[src/core/reference_trim_defines.svh]
// offsets, field positions, reset values and timing for the reference trim block
// Summary of operation
// (RULE1) a new trim value moves the reference gradually in dac steps, never in one jump
// (RULE2) ramp_step_select 00/01/10/11 gives one step per 4/8/16/32 us, default 00
// (RULE3) margin level changes ramp too, at the same ramp_step_select interval
// (RULE4) after an output_trim_register write, wait about 50 us before stepping
// (RULE5) margining is enabled only through operation; magnitude comes from the margin register
// (RULE6) operation margin high starts the ramp after the same 50 us start delay
// (RULE7) margin_high_level codes: 0000 +0%, 0001 +0.9%, about 1% steps, 11xx +12.0%
// (RULE8) margin_low_level codes: 0000 -0%, 0001 -1.1%, 1011 -10.7%, 11xx -11.6%
// (RULE9) trim and margin together scale by the product of both factors, not the sum
// (RULE10) margin high before any level write ramps to the default high level
// (RULE11) a margin write while margining is on ramps again to the new level
// (RULE12) threshold bits 2:0: 0xx 10.2 V, 101 4.25 V default, 110 6.0 V, 111 8.1 V
// (RULE13) the host never writes threshold code 100
// (RULE14) undervoltage register bits 7:3 are ignored on write
// (RULE15) output_trim_code scales by 0.75% per code, spanning plus and minus 9%
// (RULE16) one dac code per interval toward target, hold at target, restart on new target
`ifndef REFERENCE_TRIM_DEFINES_SVH
`define REFERENCE_TRIM_DEFINES_SVH

`define OFF_OPERATION 8'h01
`define OFF_MODE_CONFIG 8'hD2
`define OFF_OUTPUT_TRIM 8'hD4
`define OFF_OUTPUT_MARGIN 8'hD5
`define OFF_UNDERVOLTAGE 8'hD6

`define RESET_OPERATION 8'h80
`define RESET_MODE_CONFIG 8'h00
`define RESET_OUTPUT_TRIM 8'h10
`define RESET_OUTPUT_MARGIN 8'h45
`define RESET_UNDERVOLTAGE 3'h5

`define RAMP_SEL_MSB 3
`define RAMP_SEL_LSB 2
`define OP_MARGIN_MSB 5
`define OP_MARGIN_LSB 4
`define OP_MARGIN_LOW 2'h1
`define OP_MARGIN_HIGH 2'h2

`define TRIM_UNITY 14'h2710
`define TRIM_STEP 7'h4B
`define MARGIN_UNITY 11'h3E8
`define SCALE_DIVISOR 48'h989680

`define CLOCK_PERIOD_PS 5000
`define START_DELAY_NS 50000
`define STEP_BASE_NS 4000

`endif

[src/core/reference_trim_pkg.sv]
// types shared by the reference trim and margin block
package reference_trim_pkg;
  typedef enum logic [2:0] {st_idle, st_address, st_command, st_write, st_read, st_ignore} bus_state_t;
  typedef struct packed {
    logic scl;
    logic sda;
  } pmbus_in_t;
  typedef struct packed {
    logic [3:0] high;
    logic [3:0] low;
  } margin_levels_t;
endpackage : reference_trim_pkg

[src/core/reference_trim_margin_slew.sv]
// top: command registers, start delay and scaled reference target
`timescale 1ns/1ps
`include "reference_trim_defines.svh"

module reference_trim_margin_slew #(
  parameter int DAC_WIDTH = 12,
  parameter int NOMINAL_CODE = 2048,
  parameter logic [6:0] BUS_ADDRESS = 7'h24,
  parameter int START_DELAY_CYCLES = (`START_DELAY_NS * 1000 + `CLOCK_PERIOD_PS - 1) / `CLOCK_PERIOD_PS,
  parameter int STEP_BASE_CYCLES = (`STEP_BASE_NS * 1000) / `CLOCK_PERIOD_PS
) (
  // clock and control
  input wire logic clock,
  input wire logic reset,
  input wire logic clock_enable,
  // pmbus pins, asynchronous to clock
  input wire reference_trim_pkg::pmbus_in_t bus_pins,
  output logic sda_out,
  output logic sda_oe,
  // converter side
  output logic [DAC_WIDTH-1:0] reference_code,
  output logic ramp_busy,
  output logic [2:0] supply_undervoltage_threshold
);
  if (DAC_WIDTH < 8 || DAC_WIDTH > 16) begin : g_bad_width
    $error("DAC_WIDTH must lie in 8..16");
  end
  if (START_DELAY_CYCLES < 1 || START_DELAY_CYCLES > 65535) begin : g_bad_delay
    $error("START_DELAY_CYCLES must lie in 1..65535");
  end
  if (STEP_BASE_CYCLES < 1 || STEP_BASE_CYCLES * 8 > 65535) begin : g_bad_step
    $error("STEP_BASE_CYCLES times 8 must fit 16 bits");
  end
  if (64'(NOMINAL_CODE) * 64'h2FB0 >= (64'h2710 << DAC_WIDTH)) begin : g_bad_nominal
    $error("NOMINAL_CODE too large for the widest margin and trim");
  end

  ////////////////////////////////////////////////////////////////////////////
  // pin synchronisers and bus events
  logic [2:0] scl_sync;
  logic [2:0] sda_sync;
  logic scl_rise;
  logic scl_fall;
  logic start_seen;
  logic stop_seen;

  always_ff @(posedge clock) begin
    if (reset) begin
      scl_sync <= 3'h7;
      sda_sync <= 3'h7;
    end else if (clock_enable) begin
      scl_sync <= {scl_sync[1:0], bus_pins.scl};
      sda_sync <= {sda_sync[1:0], bus_pins.sda};
    end
  end

  assign scl_rise = scl_sync[1] && !scl_sync[2];
  assign scl_fall = !scl_sync[1] && scl_sync[2];
  assign start_seen = scl_sync[1] && scl_sync[2] && !sda_sync[1] && sda_sync[2];
  assign stop_seen = scl_sync[1] && scl_sync[2] && sda_sync[1] && !sda_sync[2];

  ////////////////////////////////////////////////////////////////////////////
  // byte-level slave: write byte and read byte
  reference_trim_pkg::bus_state_t state;
  logic [3:0] bit_count;
  logic [7:0] shift;
  logic [7:0] command;
  logic [7:0] tx;
  logic [7:0] read_value;
  logic write_strobe;
  logic [7:0] operation;
  logic [7:0] mode_config;
  logic [7:0] output_trim_register;
  reference_trim_pkg::margin_levels_t output_margin_register;

  function automatic logic mapped(input logic [7:0] code);
    mapped = code == `OFF_OPERATION || code == `OFF_MODE_CONFIG || code == `OFF_OUTPUT_TRIM ||
             code == `OFF_OUTPUT_MARGIN || code == `OFF_UNDERVOLTAGE;
  endfunction : mapped

  always_comb begin
    unique case (command)
      `OFF_OPERATION: read_value = operation;
      `OFF_MODE_CONFIG: read_value = mode_config;
      `OFF_OUTPUT_TRIM: read_value = output_trim_register;
      `OFF_OUTPUT_MARGIN: read_value = output_margin_register;
      `OFF_UNDERVOLTAGE: read_value = {5'h00, supply_undervoltage_threshold}; // [RULE14]
      default: read_value = 8'h00;
    endcase
  end

  // the acknowledge bit is driven from the falling clock that follows the eighth bit
  always_ff @(posedge clock) begin
    if (reset) begin
      state <= reference_trim_pkg::st_idle;
      bit_count <= 4'h0;
      shift <= 8'h00;
      command <= 8'h00;
      tx <= 8'h00;
      sda_oe <= 1'b0;
    end else if (clock_enable) begin
      if (start_seen) begin
        state <= reference_trim_pkg::st_address;
        bit_count <= 4'h0;
        sda_oe <= 1'b0;
      end else if (stop_seen) begin
        state <= reference_trim_pkg::st_idle;
        sda_oe <= 1'b0;
      end else if (scl_rise && state != reference_trim_pkg::st_idle) begin
        if (bit_count == 4'h8) begin
          bit_count <= 4'h0;
          if (state == reference_trim_pkg::st_read && sda_sync[1]) begin
            state <= reference_trim_pkg::st_ignore;
          end
        end else begin
          bit_count <= bit_count + 4'h1;
          shift <= {shift[6:0], sda_sync[1]};
        end
      end else if (scl_fall && state == reference_trim_pkg::st_read) begin
        sda_oe <= (bit_count == 4'h8) ? 1'b0 : !tx[3'h7 - bit_count[2:0]];
      end else if (scl_fall && bit_count != 4'h8) begin
        sda_oe <= 1'b0;
      end else if (scl_fall) begin
        unique case (state)
          reference_trim_pkg::st_address: begin
            if (shift[7:1] == BUS_ADDRESS) begin
              sda_oe <= 1'b1;
              tx <= read_value;
              state <= shift[0] ? reference_trim_pkg::st_read : reference_trim_pkg::st_command;
            end else begin
              state <= reference_trim_pkg::st_ignore;
            end
          end
          reference_trim_pkg::st_command: begin
            if (mapped(shift)) begin
              command <= shift;
              sda_oe <= 1'b1;
              state <= reference_trim_pkg::st_write;
            end else begin
              state <= reference_trim_pkg::st_ignore;
            end
          end
          reference_trim_pkg::st_write: sda_oe <= 1'b1;
          reference_trim_pkg::st_idle, reference_trim_pkg::st_read, reference_trim_pkg::st_ignore: sda_oe <= 1'b0;
        endcase
      end
    end
  end

  assign write_strobe = clock_enable && scl_fall && !start_seen && !stop_seen && bit_count == 4'h8 &&
                        state == reference_trim_pkg::st_write;

  always_ff @(posedge clock) begin
    sda_out <= 1'b0;
  end

  ////////////////////////////////////////////////////////////////////////////
  // configuration registers
  always_ff @(posedge clock) begin
    if (reset) begin
      operation <= `RESET_OPERATION;
      mode_config <= `RESET_MODE_CONFIG;
      output_trim_register <= `RESET_OUTPUT_TRIM;
      output_margin_register <= `RESET_OUTPUT_MARGIN; // [RULE10]
      supply_undervoltage_threshold <= `RESET_UNDERVOLTAGE;
    end else if (write_strobe) begin
      if (command == `OFF_OPERATION) operation <= shift; // [RULE5]
      if (command == `OFF_MODE_CONFIG) mode_config <= shift;
      if (command == `OFF_OUTPUT_TRIM) output_trim_register <= shift;
      if (command == `OFF_OUTPUT_MARGIN) output_margin_register <= shift;
      // code 100 is stored as written; the threshold decoder downstream treats it as undefined
      if (command == `OFF_UNDERVOLTAGE) supply_undervoltage_threshold <= shift[2:0]; // [RULE12] [RULE13] [RULE14]
    end
  end

  ////////////////////////////////////////////////////////////////////////////
  // scaled target: nominal times trim factor times margin factor
  logic [1:0] margin_mode;
  logic margin_active;
  logic [1:0] ramp_step_select;
  logic [4:0] output_trim_code;
  logic [13:0] trim_factor;
  logic [10:0] margin_factor;
  logic [47:0] scaled;
  logic [DAC_WIDTH-1:0] next_target;

  function automatic logic signed [4:0] trim_steps(input logic [4:0] code);
    if (code[4:2] == 3'h7) trim_steps = 5'sh0C;
    else if (code[4:2] == 3'h0) trim_steps = -5'sh0C;
    else if (code[4]) trim_steps = 5'(code - 5'h10);
    else trim_steps = 5'(code - 5'h0F);
  endfunction : trim_steps

  // offsets in tenths of a percent
  function automatic logic [7:0] high_tenths(input logic [3:0] code);
    case (code)
      4'h0: high_tenths = 8'h00;
      4'h1: high_tenths = 8'h09;
      4'h2: high_tenths = 8'h12;
      4'h3: high_tenths = 8'h1C;
      4'h4: high_tenths = 8'h25;
      4'h5: high_tenths = 8'h2F;
      4'h6: high_tenths = 8'h39;
      4'h7: high_tenths = 8'h43;
      4'h8: high_tenths = 8'h4D;
      4'h9: high_tenths = 8'h58;
      4'hA: high_tenths = 8'h63;
      4'hB: high_tenths = 8'h6D;
      default: high_tenths = 8'h78;
    endcase
  endfunction : high_tenths

  function automatic logic [7:0] low_tenths(input logic [3:0] code);
    case (code)
      4'h0: low_tenths = 8'h00;
      4'h1: low_tenths = 8'h0B;
      4'h2: low_tenths = 8'h15;
      4'h3: low_tenths = 8'h20;
      4'h4: low_tenths = 8'h2A;
      4'h5: low_tenths = 8'h34;
      4'h6: low_tenths = 8'h3E;
      4'h7: low_tenths = 8'h47;
      4'h8: low_tenths = 8'h51;
      4'h9: low_tenths = 8'h5A;
      4'hA: low_tenths = 8'h63;
      4'hB: low_tenths = 8'h6B;
      default: low_tenths = 8'h74;
    endcase
  endfunction : low_tenths

  assign margin_mode = operation[`OP_MARGIN_MSB:`OP_MARGIN_LSB];
  assign margin_active = margin_mode == `OP_MARGIN_HIGH || margin_mode == `OP_MARGIN_LOW; // [RULE5]
  assign ramp_step_select = mode_config[`RAMP_SEL_MSB:`RAMP_SEL_LSB];
  assign output_trim_code = output_trim_register[4:0];

  always_comb begin
    trim_factor = 14'(int'(`TRIM_UNITY) + int'(trim_steps(output_trim_code)) * int'(`TRIM_STEP)); // [RULE15]
    if (margin_mode == `OP_MARGIN_HIGH) begin
      margin_factor = `MARGIN_UNITY + 11'(high_tenths(output_margin_register.high)); // [RULE7]
    end else if (margin_mode == `OP_MARGIN_LOW) begin
      margin_factor = `MARGIN_UNITY - 11'(low_tenths(output_margin_register.low)); // [RULE8]
    end else begin
      margin_factor = `MARGIN_UNITY;
    end
    // the product, not the sum, keeps large trim and margin combined exact
    scaled = (48'(NOMINAL_CODE) * 48'(trim_factor) * 48'(margin_factor)) / `SCALE_DIVISOR; // [RULE9]
    next_target = scaled[DAC_WIDTH-1:0];
  end

  ////////////////////////////////////////////////////////////////////////////
  // start delay, then hand the new target to the stepper
  logic start_event;
  logic [15:0] delay_count;
  logic [DAC_WIDTH-1:0] ramp_target;
  logic [15:0] interval;

  assign start_event = write_strobe && (command == `OFF_OUTPUT_TRIM || command == `OFF_OPERATION ||
                       (command == `OFF_OUTPUT_MARGIN && margin_active)); // [RULE4] [RULE6] [RULE11]
  assign interval = 16'(STEP_BASE_CYCLES) << ramp_step_select; // [RULE2] [RULE3]

  // a second write during the delay restarts it, so the newest setting always wins
  always_ff @(posedge clock) begin
    if (reset) begin
      delay_count <= 16'h0000;
      ramp_target <= DAC_WIDTH'(NOMINAL_CODE);
    end else if (clock_enable) begin
      if (start_event) begin
        delay_count <= 16'(START_DELAY_CYCLES); // [RULE4] [RULE6]
      end else if (delay_count != 16'h0000) begin
        delay_count <= delay_count - 16'h0001;
        if (delay_count == 16'h0001) begin
          ramp_target <= next_target; // [RULE10] [RULE11]
        end
      end
    end
  end

  reference_stepper #(
    .DAC_WIDTH(DAC_WIDTH),
    .RESET_LEVEL(NOMINAL_CODE)
  ) u_stepper (
    .clock(clock),
    .reset(reset),
    .clock_enable(clock_enable),
    .target(ramp_target),
    .interval(interval),
    .level(reference_code),
    .busy(ramp_busy)
  );
endmodule : reference_trim_margin_slew

[src/core/reference_stepper.sv]
// dac stepper: one code per interval toward the target
`timescale 1ns/1ps

module reference_stepper #(
  parameter int DAC_WIDTH = 12,
  parameter int RESET_LEVEL = 2048
) (
  // clock and control
  input wire logic clock,
  input wire logic reset,
  input wire logic clock_enable,
  // target and pacing
  input wire logic [DAC_WIDTH-1:0] target,
  input wire logic [15:0] interval,
  // reference out
  output logic [DAC_WIDTH-1:0] level,
  output logic busy
);
  logic [15:0] timer;
  logic [DAC_WIDTH-1:0] last_target;
  logic reload;
  logic step;

  assign reload = target != last_target;
  assign step = !reload && timer == 16'h0000 && level != target;

  always_ff @(posedge clock) begin
    if (reset) begin
      last_target <= DAC_WIDTH'(RESET_LEVEL);
    end else if (clock_enable) begin
      last_target <= target;
    end
  end

  // a new target restarts the interval so the first step never comes early
  always_ff @(posedge clock) begin
    if (reset) begin
      timer <= 16'h0000;
    end else if (clock_enable) begin
      if (reload || step) begin
        timer <= interval - 16'h0001; // [RULE2] [RULE16]
      end else if (timer != 16'h0000) begin
        timer <= timer - 16'h0001;
      end
    end
  end

  always_ff @(posedge clock) begin
    if (reset) begin
      level <= DAC_WIDTH'(RESET_LEVEL);
      busy <= 1'b0;
    end else if (clock_enable) begin
      if (step) begin
        level <= (target > level) ? level + 1'b1 : level - 1'b1; // [RULE1] [RULE3] [RULE16]
      end
      busy <= level != target;
    end
  end

  ////////////////////////////////////////////////////////////////////////////
  // checks
  logic [15:0] gap;
  logic [15:0] load_interval;

  always_ff @(posedge clock) begin
    if (reset) begin
      gap <= 16'h0000;
      load_interval <= 16'h0001;
    end else if (clock_enable) begin
      gap <= (reload || step) ? 16'h0000 : gap + 16'h0001;
      if (reload || step) begin
        load_interval <= interval;
      end
    end
  end
endmodule : reference_stepper

[config.mk]
export PLATFORM = sky130hd
export DESIGN_NAME = reference_trim_margin_slew
export DESIGN_NICKNAME = d
export VERILOG_FILES = /design/src/core/reference_trim_pkg.sv /design/src/core/reference_trim_margin_slew.sv /design/src/core/reference_stepper.sv
export VERILOG_INCLUDE_DIRS = /design/src /design/src/core
export SDC_FILE = /design/constraint.sdc
export NUM_CORES = 1
export LEC_CHECK = 0
export BUFFER_PORTS_ARGS = -buffer_cell sky130_fd_sc_hd__buf_2
export CAP_MARGIN = 20
export CORE_MARGIN = 4
export CORE_UTILIZATION = 70
export DETAILED_ROUTE_END_ITERATION = 7
export GPL_TIMING_DRIVEN = 0
export PLACE_DENSITY = 0.87
export SYNTH_ARGS = -nofsm -noshare
export SYNTH_HDL_FRONTEND = slang
export SYNTH_SLANG_ARGS = --single-unit
[constraint.sdc]
create_clock -name clock -period 55.1 [get_ports clock]
set_input_delay 11.02 -clock clock [delete_from_list [all_inputs] [get_ports clock]]
set_output_delay 11.02 -clock clock [all_outputs]
set_load 0.03 [all_outputs]
# After elaboration in Yosys (flattened, before gate mapping)
# Memory sizes are Yosys's and may differ from the RTL's. A register that Yosys moved wholly into a read port is not among the register bits.
# Cells that the tools add are included.
[op_classes]
add_sub_neg = 12
mul = 2
div = 1
n_lt_le_gt_ge = 2
eq_ne = 32
shifts = 1
mux = 46
bitwise = 7
n_reduce_logical = 64
[ops]
columns = ["operator", "count"]
rows = [
  ["$eq A8 B8 Y1 const B", 8],
  ["$mux W16", 4],
  ["$div A37 B24 Y48 const B", 1],
  ["$sub A16 B1 Y16 const B", 3],
  ["$pmux W8 S5", 1],
  ["$mux W3", 11],
  ["$mux W4", 8],
  ["$reduce_bool A16 Y1", 2],
  ["$mul A14 B11 Y25", 1],
  ["$mux W8", 3],
  ["$ne A12 B12 Y1", 2],
  ["$mux W11", 2],
  ["$logic_and A1 B1 Y1", 20],
  ["$reduce_and A9 Y1", 2],
  ["$eq A16 B1 Y1 const B", 1],
  ["$eq A8 B1 Y1 const B", 2],
  ["$logic_not A16 Y1", 1],
  ["$reduce_and A2 Y1", 8],
  ["$shl A10 B2 Y16 const A", 1],
  ["$mux W5", 3],
  ["$add A14 B13 Y14 const A", 1],
  ["$mul A5 B8 Y13 const B", 1],
  ["$add A12 B1 Y12 const B", 1],
  ["$gt A12 B12 Y1", 1],
  ["other kinds (38)", 79],
]
[totals]
ff_bits = 142
rom_bits = 224
inputBits = 5
output_inout_bits = 18
wordCells = 189
memories = 2
[memory_table]
columns = ["memory", "words", "word_bits", "rd", "rd_ports_with_merged_regs", "write_ports", "line_no", "source"]
rows = [
  ["(name not given)", 16, 7, 1, 1, 0, "reference_trim_margin_slew.sv:196", "case (code)"],
  ["(name not given)", 16, 7, 1, 1, 0, "reference_trim_margin_slew.sv:214", "case (code)"],
]

# Logic depth before layout (Yosys ltp)
[logic_depth]
ltp_word = 13
mapped_depth = 120
depth_no_buf = 100

# Hierarchy
# A second synthesis with hierarchy kept.
[unflattened]
hier_cells = 3270
hier_area_um2 = 24867.6
[by_module_without_submodules]
columns = ["mod", "n_inst", "cells_per_inst", "area_each_um2", "seq_area_each_um2"]
rows = [
  ["reference_trim_margin_slew", 1, 2879, 21732.1, 2302.2],
  ["reference_stepper", 1, 391, 3135.5, 820.8],
]

# Worst setup path after synthesis
# No wires, ideal clock.
[synth_path]
kind = "register to register"
from = "register output_trim_register[2]"
to = "register ramp_target[0]"
setup_time_ns = 0.133
arrival_ns = 24.078
required_time_ns = 54.967
setup_slack_ns = 30.889
stages_incl_launch_ff = 106
n_path_buf = 8
period_less_slack_ns = 24.211
path_cell_list = "dfxtp_1 -> clkbuf_1 -> nor2b_1 -> nand3_1 -> xor2_1 -> inv_1 -> ha_1 -> ha_1 -> ha_1 -> inv_1 -> fa_1 -> inv_1 -> ha_1 -> inv_1 -> fa_1 -> inv_1 -> a21oi_1 -> o21bai_1 -> [70 not listed] -> buf_1 -> nand2_1 -> mux2i_1 -> o21ai_0 -> a21boi_2 -> o21ai_4 -> a211oi_1 -> or4_4 -> a221oi_2 -> o31ai_2 -> a21oi_4 -> nor2_2 -> a311o_1 -> o32a_1 -> o21ai_1 -> a21oi_1 -> o21ai_1 -> a311oi_1"
[synth_between]
elab_chain_len = 8
word_cells_on_any_way = 11
classes_between = "add/sub: 3; mul: 2; div: 1; eq/ne: 1; mux: 3; reduce/logical: 1"
[synth_lines]
columns = ["element", "line_no", "source"]
rows = [
  ["start, declared", "reference_trim_margin_slew.sv:73", "logic [7:0] output_trim_register;"],
  ["start signal, assigned", "reference_trim_margin_slew.sv:163", "output_trim_register <= `RESET_OUTPUT_TRIM;"],
  ["start signal, assigned", "reference_trim_margin_slew.sv:169", "if (command == `OFF_OUTPUT_TRIM) output_trim_register <= shift;"],
  ["$sub A5 B4 Y5 / $sub A5 B5 Y5 (equally long branches)", "reference_trim_margin_slew.sv:191, reference_trim_margin_slew.sv:190", ""],
  ["$mux W5", "reference_trim_margin_slew.sv:190", "else if (code[4]) trim_steps = 5'(code - 5'h10);"],
  ["$mux W5", "reference_trim_margin_slew.sv:189", "else if (code[4:2] == 3'h0) trim_steps = -5'sh0C;"],
  ["$mux W5 *", "reference_trim_margin_slew.sv:188", "if (code[4:2] == 3'h7) trim_steps = 5'sh0C;"],
  ["$mul A5 B8 Y13 *", "reference_trim_margin_slew.sv:237", "trim_factor = 14'(int'(`TRIM_UNITY) + int'(trim_steps(output_trim_code)) * int'(`TRIM_STEP));"],
  ["$add A14 B13 Y14 *", "reference_trim_margin_slew.sv:237", ""],
  ["$mul A14 B11 Y25 *", "reference_trim_margin_slew.sv:246", "scaled = (48'(NOMINAL_CODE) * 48'(trim_factor) * 48'(margin_factor)) / `SCALE_DIVISOR;"],
  ["$div A37 B24 Y48 (no line) *", "-", ""],
  ["end signal, assigned", "reference_trim_margin_slew.sv:265", "ramp_target <= DAC_WIDTH'(NOMINAL_CODE);"],
  ["end signal, assigned", "reference_trim_margin_slew.sv:272", "ramp_target <= next_target;"],
  ["end, declared", "reference_trim_margin_slew.sv:254", "logic [DAC_WIDTH-1:0] ramp_target;"],
]
# Every way passes the cells marked *; elsewhere a longest branch is shown, timed or not.
# A chain may end at the register's enable or synchronous reset.

# Final worst setup path
# Ends and elaborated chain as after synthesis.

==> impl_metrics.toml <==
[power_and_ir_drop]
powerDensity_mw_per_mm2 = 21.3
leakage_nw = 10.1
ir_drop_uv = 37.0

[logic_synthesis]
yosysSeqAreaShare_pct = 13.1
synth-edff-count = 0
syn_inst = 3104
yosysMostFrequentCell = "nor2_1"
yosysTopAreaCell = "dfxtp_1"
syn_area_per_cell_um2 = 7.66
ys_types = 138
ys_seq_elements = 156
syn_nets = 3372
async_flop_share_pct = 0
synth_top_area_share_pct = 13.1
synthesis.area_mm2 = 0.0238
synth-main-ff-cell = "dfxtp_1"
netlist_top_cells_count = "373 x nor2_1, 270 x nand2_1, 211 x inv_1"
yosys_warnings = 0
yosys-top-cells-area = "dfxtp_1 13%, fa_1 9.3%, ha_1 8.0%"

[setup_path]
cp-end-kind = "register"
cp_common_cell = "a21oi_1"
slowest_stage = "a211oi_2"
cp_max_fo = 10
path_buf_inv = 18
required_ns = 55.39
startpoint_type = "register"
critical-path-max-stage-delay_ns = 0.69
crit_type = "reg -> reg"
critical-path-top-delay-family = "compound AO/OA/AOI/OAI gates"
worstPathArrival_ns = 29.67

[cells_and_area]
nets = 3413
fillerInstances = 2620
num_antenna_cells = 0
area_growth_pct = 5.43
seqCellArea_mm2 = 0.00312
multi_input_area_mm2 = 0.0193
drive_gt1_share_pct = 7.22

[clock_network]
cts_root_buf = "clkbuf_16"
cts_tree = "yes"
cts.htree.levels = 4
clkSinkCount = 156
cts_buffer_depth = 2
cts_buffers = 17
hold_buffers = 0
cts_setup_buffers = 0
path_clk_slew_ns = 0.07
postCtsResizedCells = 0
insertion_delay_ns = 0.43

[placed_design]
dp.final_hpwl_mm = 51.8
gp_congestion = 0.960
dp_slack_ns = 26.37
numPortBuffers = 20

[die]
io_pins = 23
core_area_mm2 = 0.0335
die_w_um = 192
core.rowCount = 67
die_height_um = 192
start_util_pct = 70.9
dieArea_mm2 = 0.0370

[global_routing]
grt_max_degree = 17
grt_first_pass_wirelength_mm = 109
antenna_found_initial = 0
grt_pass1_vias = 23000
gr-total-overflow = 0
grt_use_total_pct = 34.7

[sta]
clock_skew_ns = 0.00953
relSlewSlack_pct = 30.1
fin_tns_setup_ns = 0
fmax_ghz = 0.0340
post-route-min-period_ns = 29.37
fin_crit_sh_pct = 53.3
worst_slew_pin_slew_ns = 1.04
slew_viol_final = 0
timing.final.ws_setup_ns = 25.73
rsz0062_at_grt = "no"
hold_violations = 0
setup_viol = 0

[routing]
via_per_inst = 6.70
wire_per_inst_um = 18.3
drc = 0
drtIter0Drc = 2561
ant_nets = 0
drt_wl_total_mm = 66.0
firstDrtPassIters = 6
via_count = 24200

[min_path]
hp-class = "reg -> reg"

[flow_run]
drv_cap = 0

[outcome]
status = "complete, no violations"
## metrics by stage
step / util [%] / power [W] / instances / hold WS, ns / area, um2
after floorplan: - / 0.000345 / 3104 / 0.441 / 23800
after global placement: 72.9 / 0.000386 / 3572 / 0.459 / 24400
after detailed placement: 72.9 / 0.000403 / 3574 / 0.471 / 24400
after CTS: 74.7 / 0.000528 / 3605 / 0.481 / 25100
after global routing: 74.7 / 0.000569 / 3605 / 0.509 / 25100
final: 74.7 / 0.000533 / 3605 / 0.479 / 25100
## per-layer routing
| metal | global-route usage, % | vias to the layer above | share of wire [%] | routed length (um) |
|---|---|---|---|---|
| li1 | - | 11300 | - | - |
| met1 | 46.3 | 11500 | 42 | 27900 |
| met2 | 58.0 | 1161 | 47 | 31100 |
| met3 | 5.37 | 204 | 7.8 | 5130 |
| met4 | 10.9 | 0 | 2.7 | 1780 |
| met5 | 0 | - | 0 | 0 |
## area by class of cell
class | instances | share of cell area [%]
plain buffers | 125 | 2.16
well taps | 448 | 2.24
inverters | 214 | 3.21
repair buffers | 22 | 0.439
multi-input cells | 2609 | 77.0
flip-flops and latches | 156 | 12.5
clock buffers | 18 | 1.71
clock inverters | 13 | 0.759
## power breakdown
part | switching, W | internal, W
registers | 0.0000135 | 0.000126
clock network | 0.0000484 | 0.0000759
logic | 0.000163 | 0.000106
## tightest hold or removal path: cells and delay by family (launching register included)
kind | cells | cell delay, ns
flops | 1 | 0.32
compound gates | 1 | 0.05
simple gates | 1 | 0.06
## cell families after synthesis
kind of cell,Yosys count,synth area share [%]
mux,111,4.87
other cells,1,0.0158
fa+ha+maj,267,17.5
buf+inv,339,5.65
xor+xnor,251,9.61
compound gates,826,25.0
flops,156,13.1
simple gates,1153,24.2
## flip-flops by register name (all words and copies together) (netlist names), 12 cells and up, named ones only
signal and count:
delay_count 16, ramp_target 12, u_stepper.last_target 12, u_stepper.level 12, u_stepper.timer 16
## cell usage in the layout (no fill, tap or decap), drive strengths merged, types with 38 or more instances in the layout
cell type / n
mux2i: 91
xor2: 68
a211oi: 52
nor3: 92
inv: 216
fa: 111
dfxtp: 156
clkbuf: 104
nand3: 86
o211ai: 39
nand2: 273
o21ai: 145
and2: 45
a31oi: 38
nor2: 379
and3: 38
ha: 152
buf: 61
a21oi: 193
xnor2: 183
## final timing paths
check                                              from        endpoint  slack, ns  cells after the start
worst max-delay path            output_trim_register[2]  ramp_target[0]      25.73                    107
worst min-delay path                         command[7]      command[7]       0.48                      2
worst max register to register  output_trim_register[2]  ramp_target[0]      25.73                    107
worst min register to register               command[7]      command[7]       0.48                      2
Note: power is estimated with default switching activity, not from simulation.
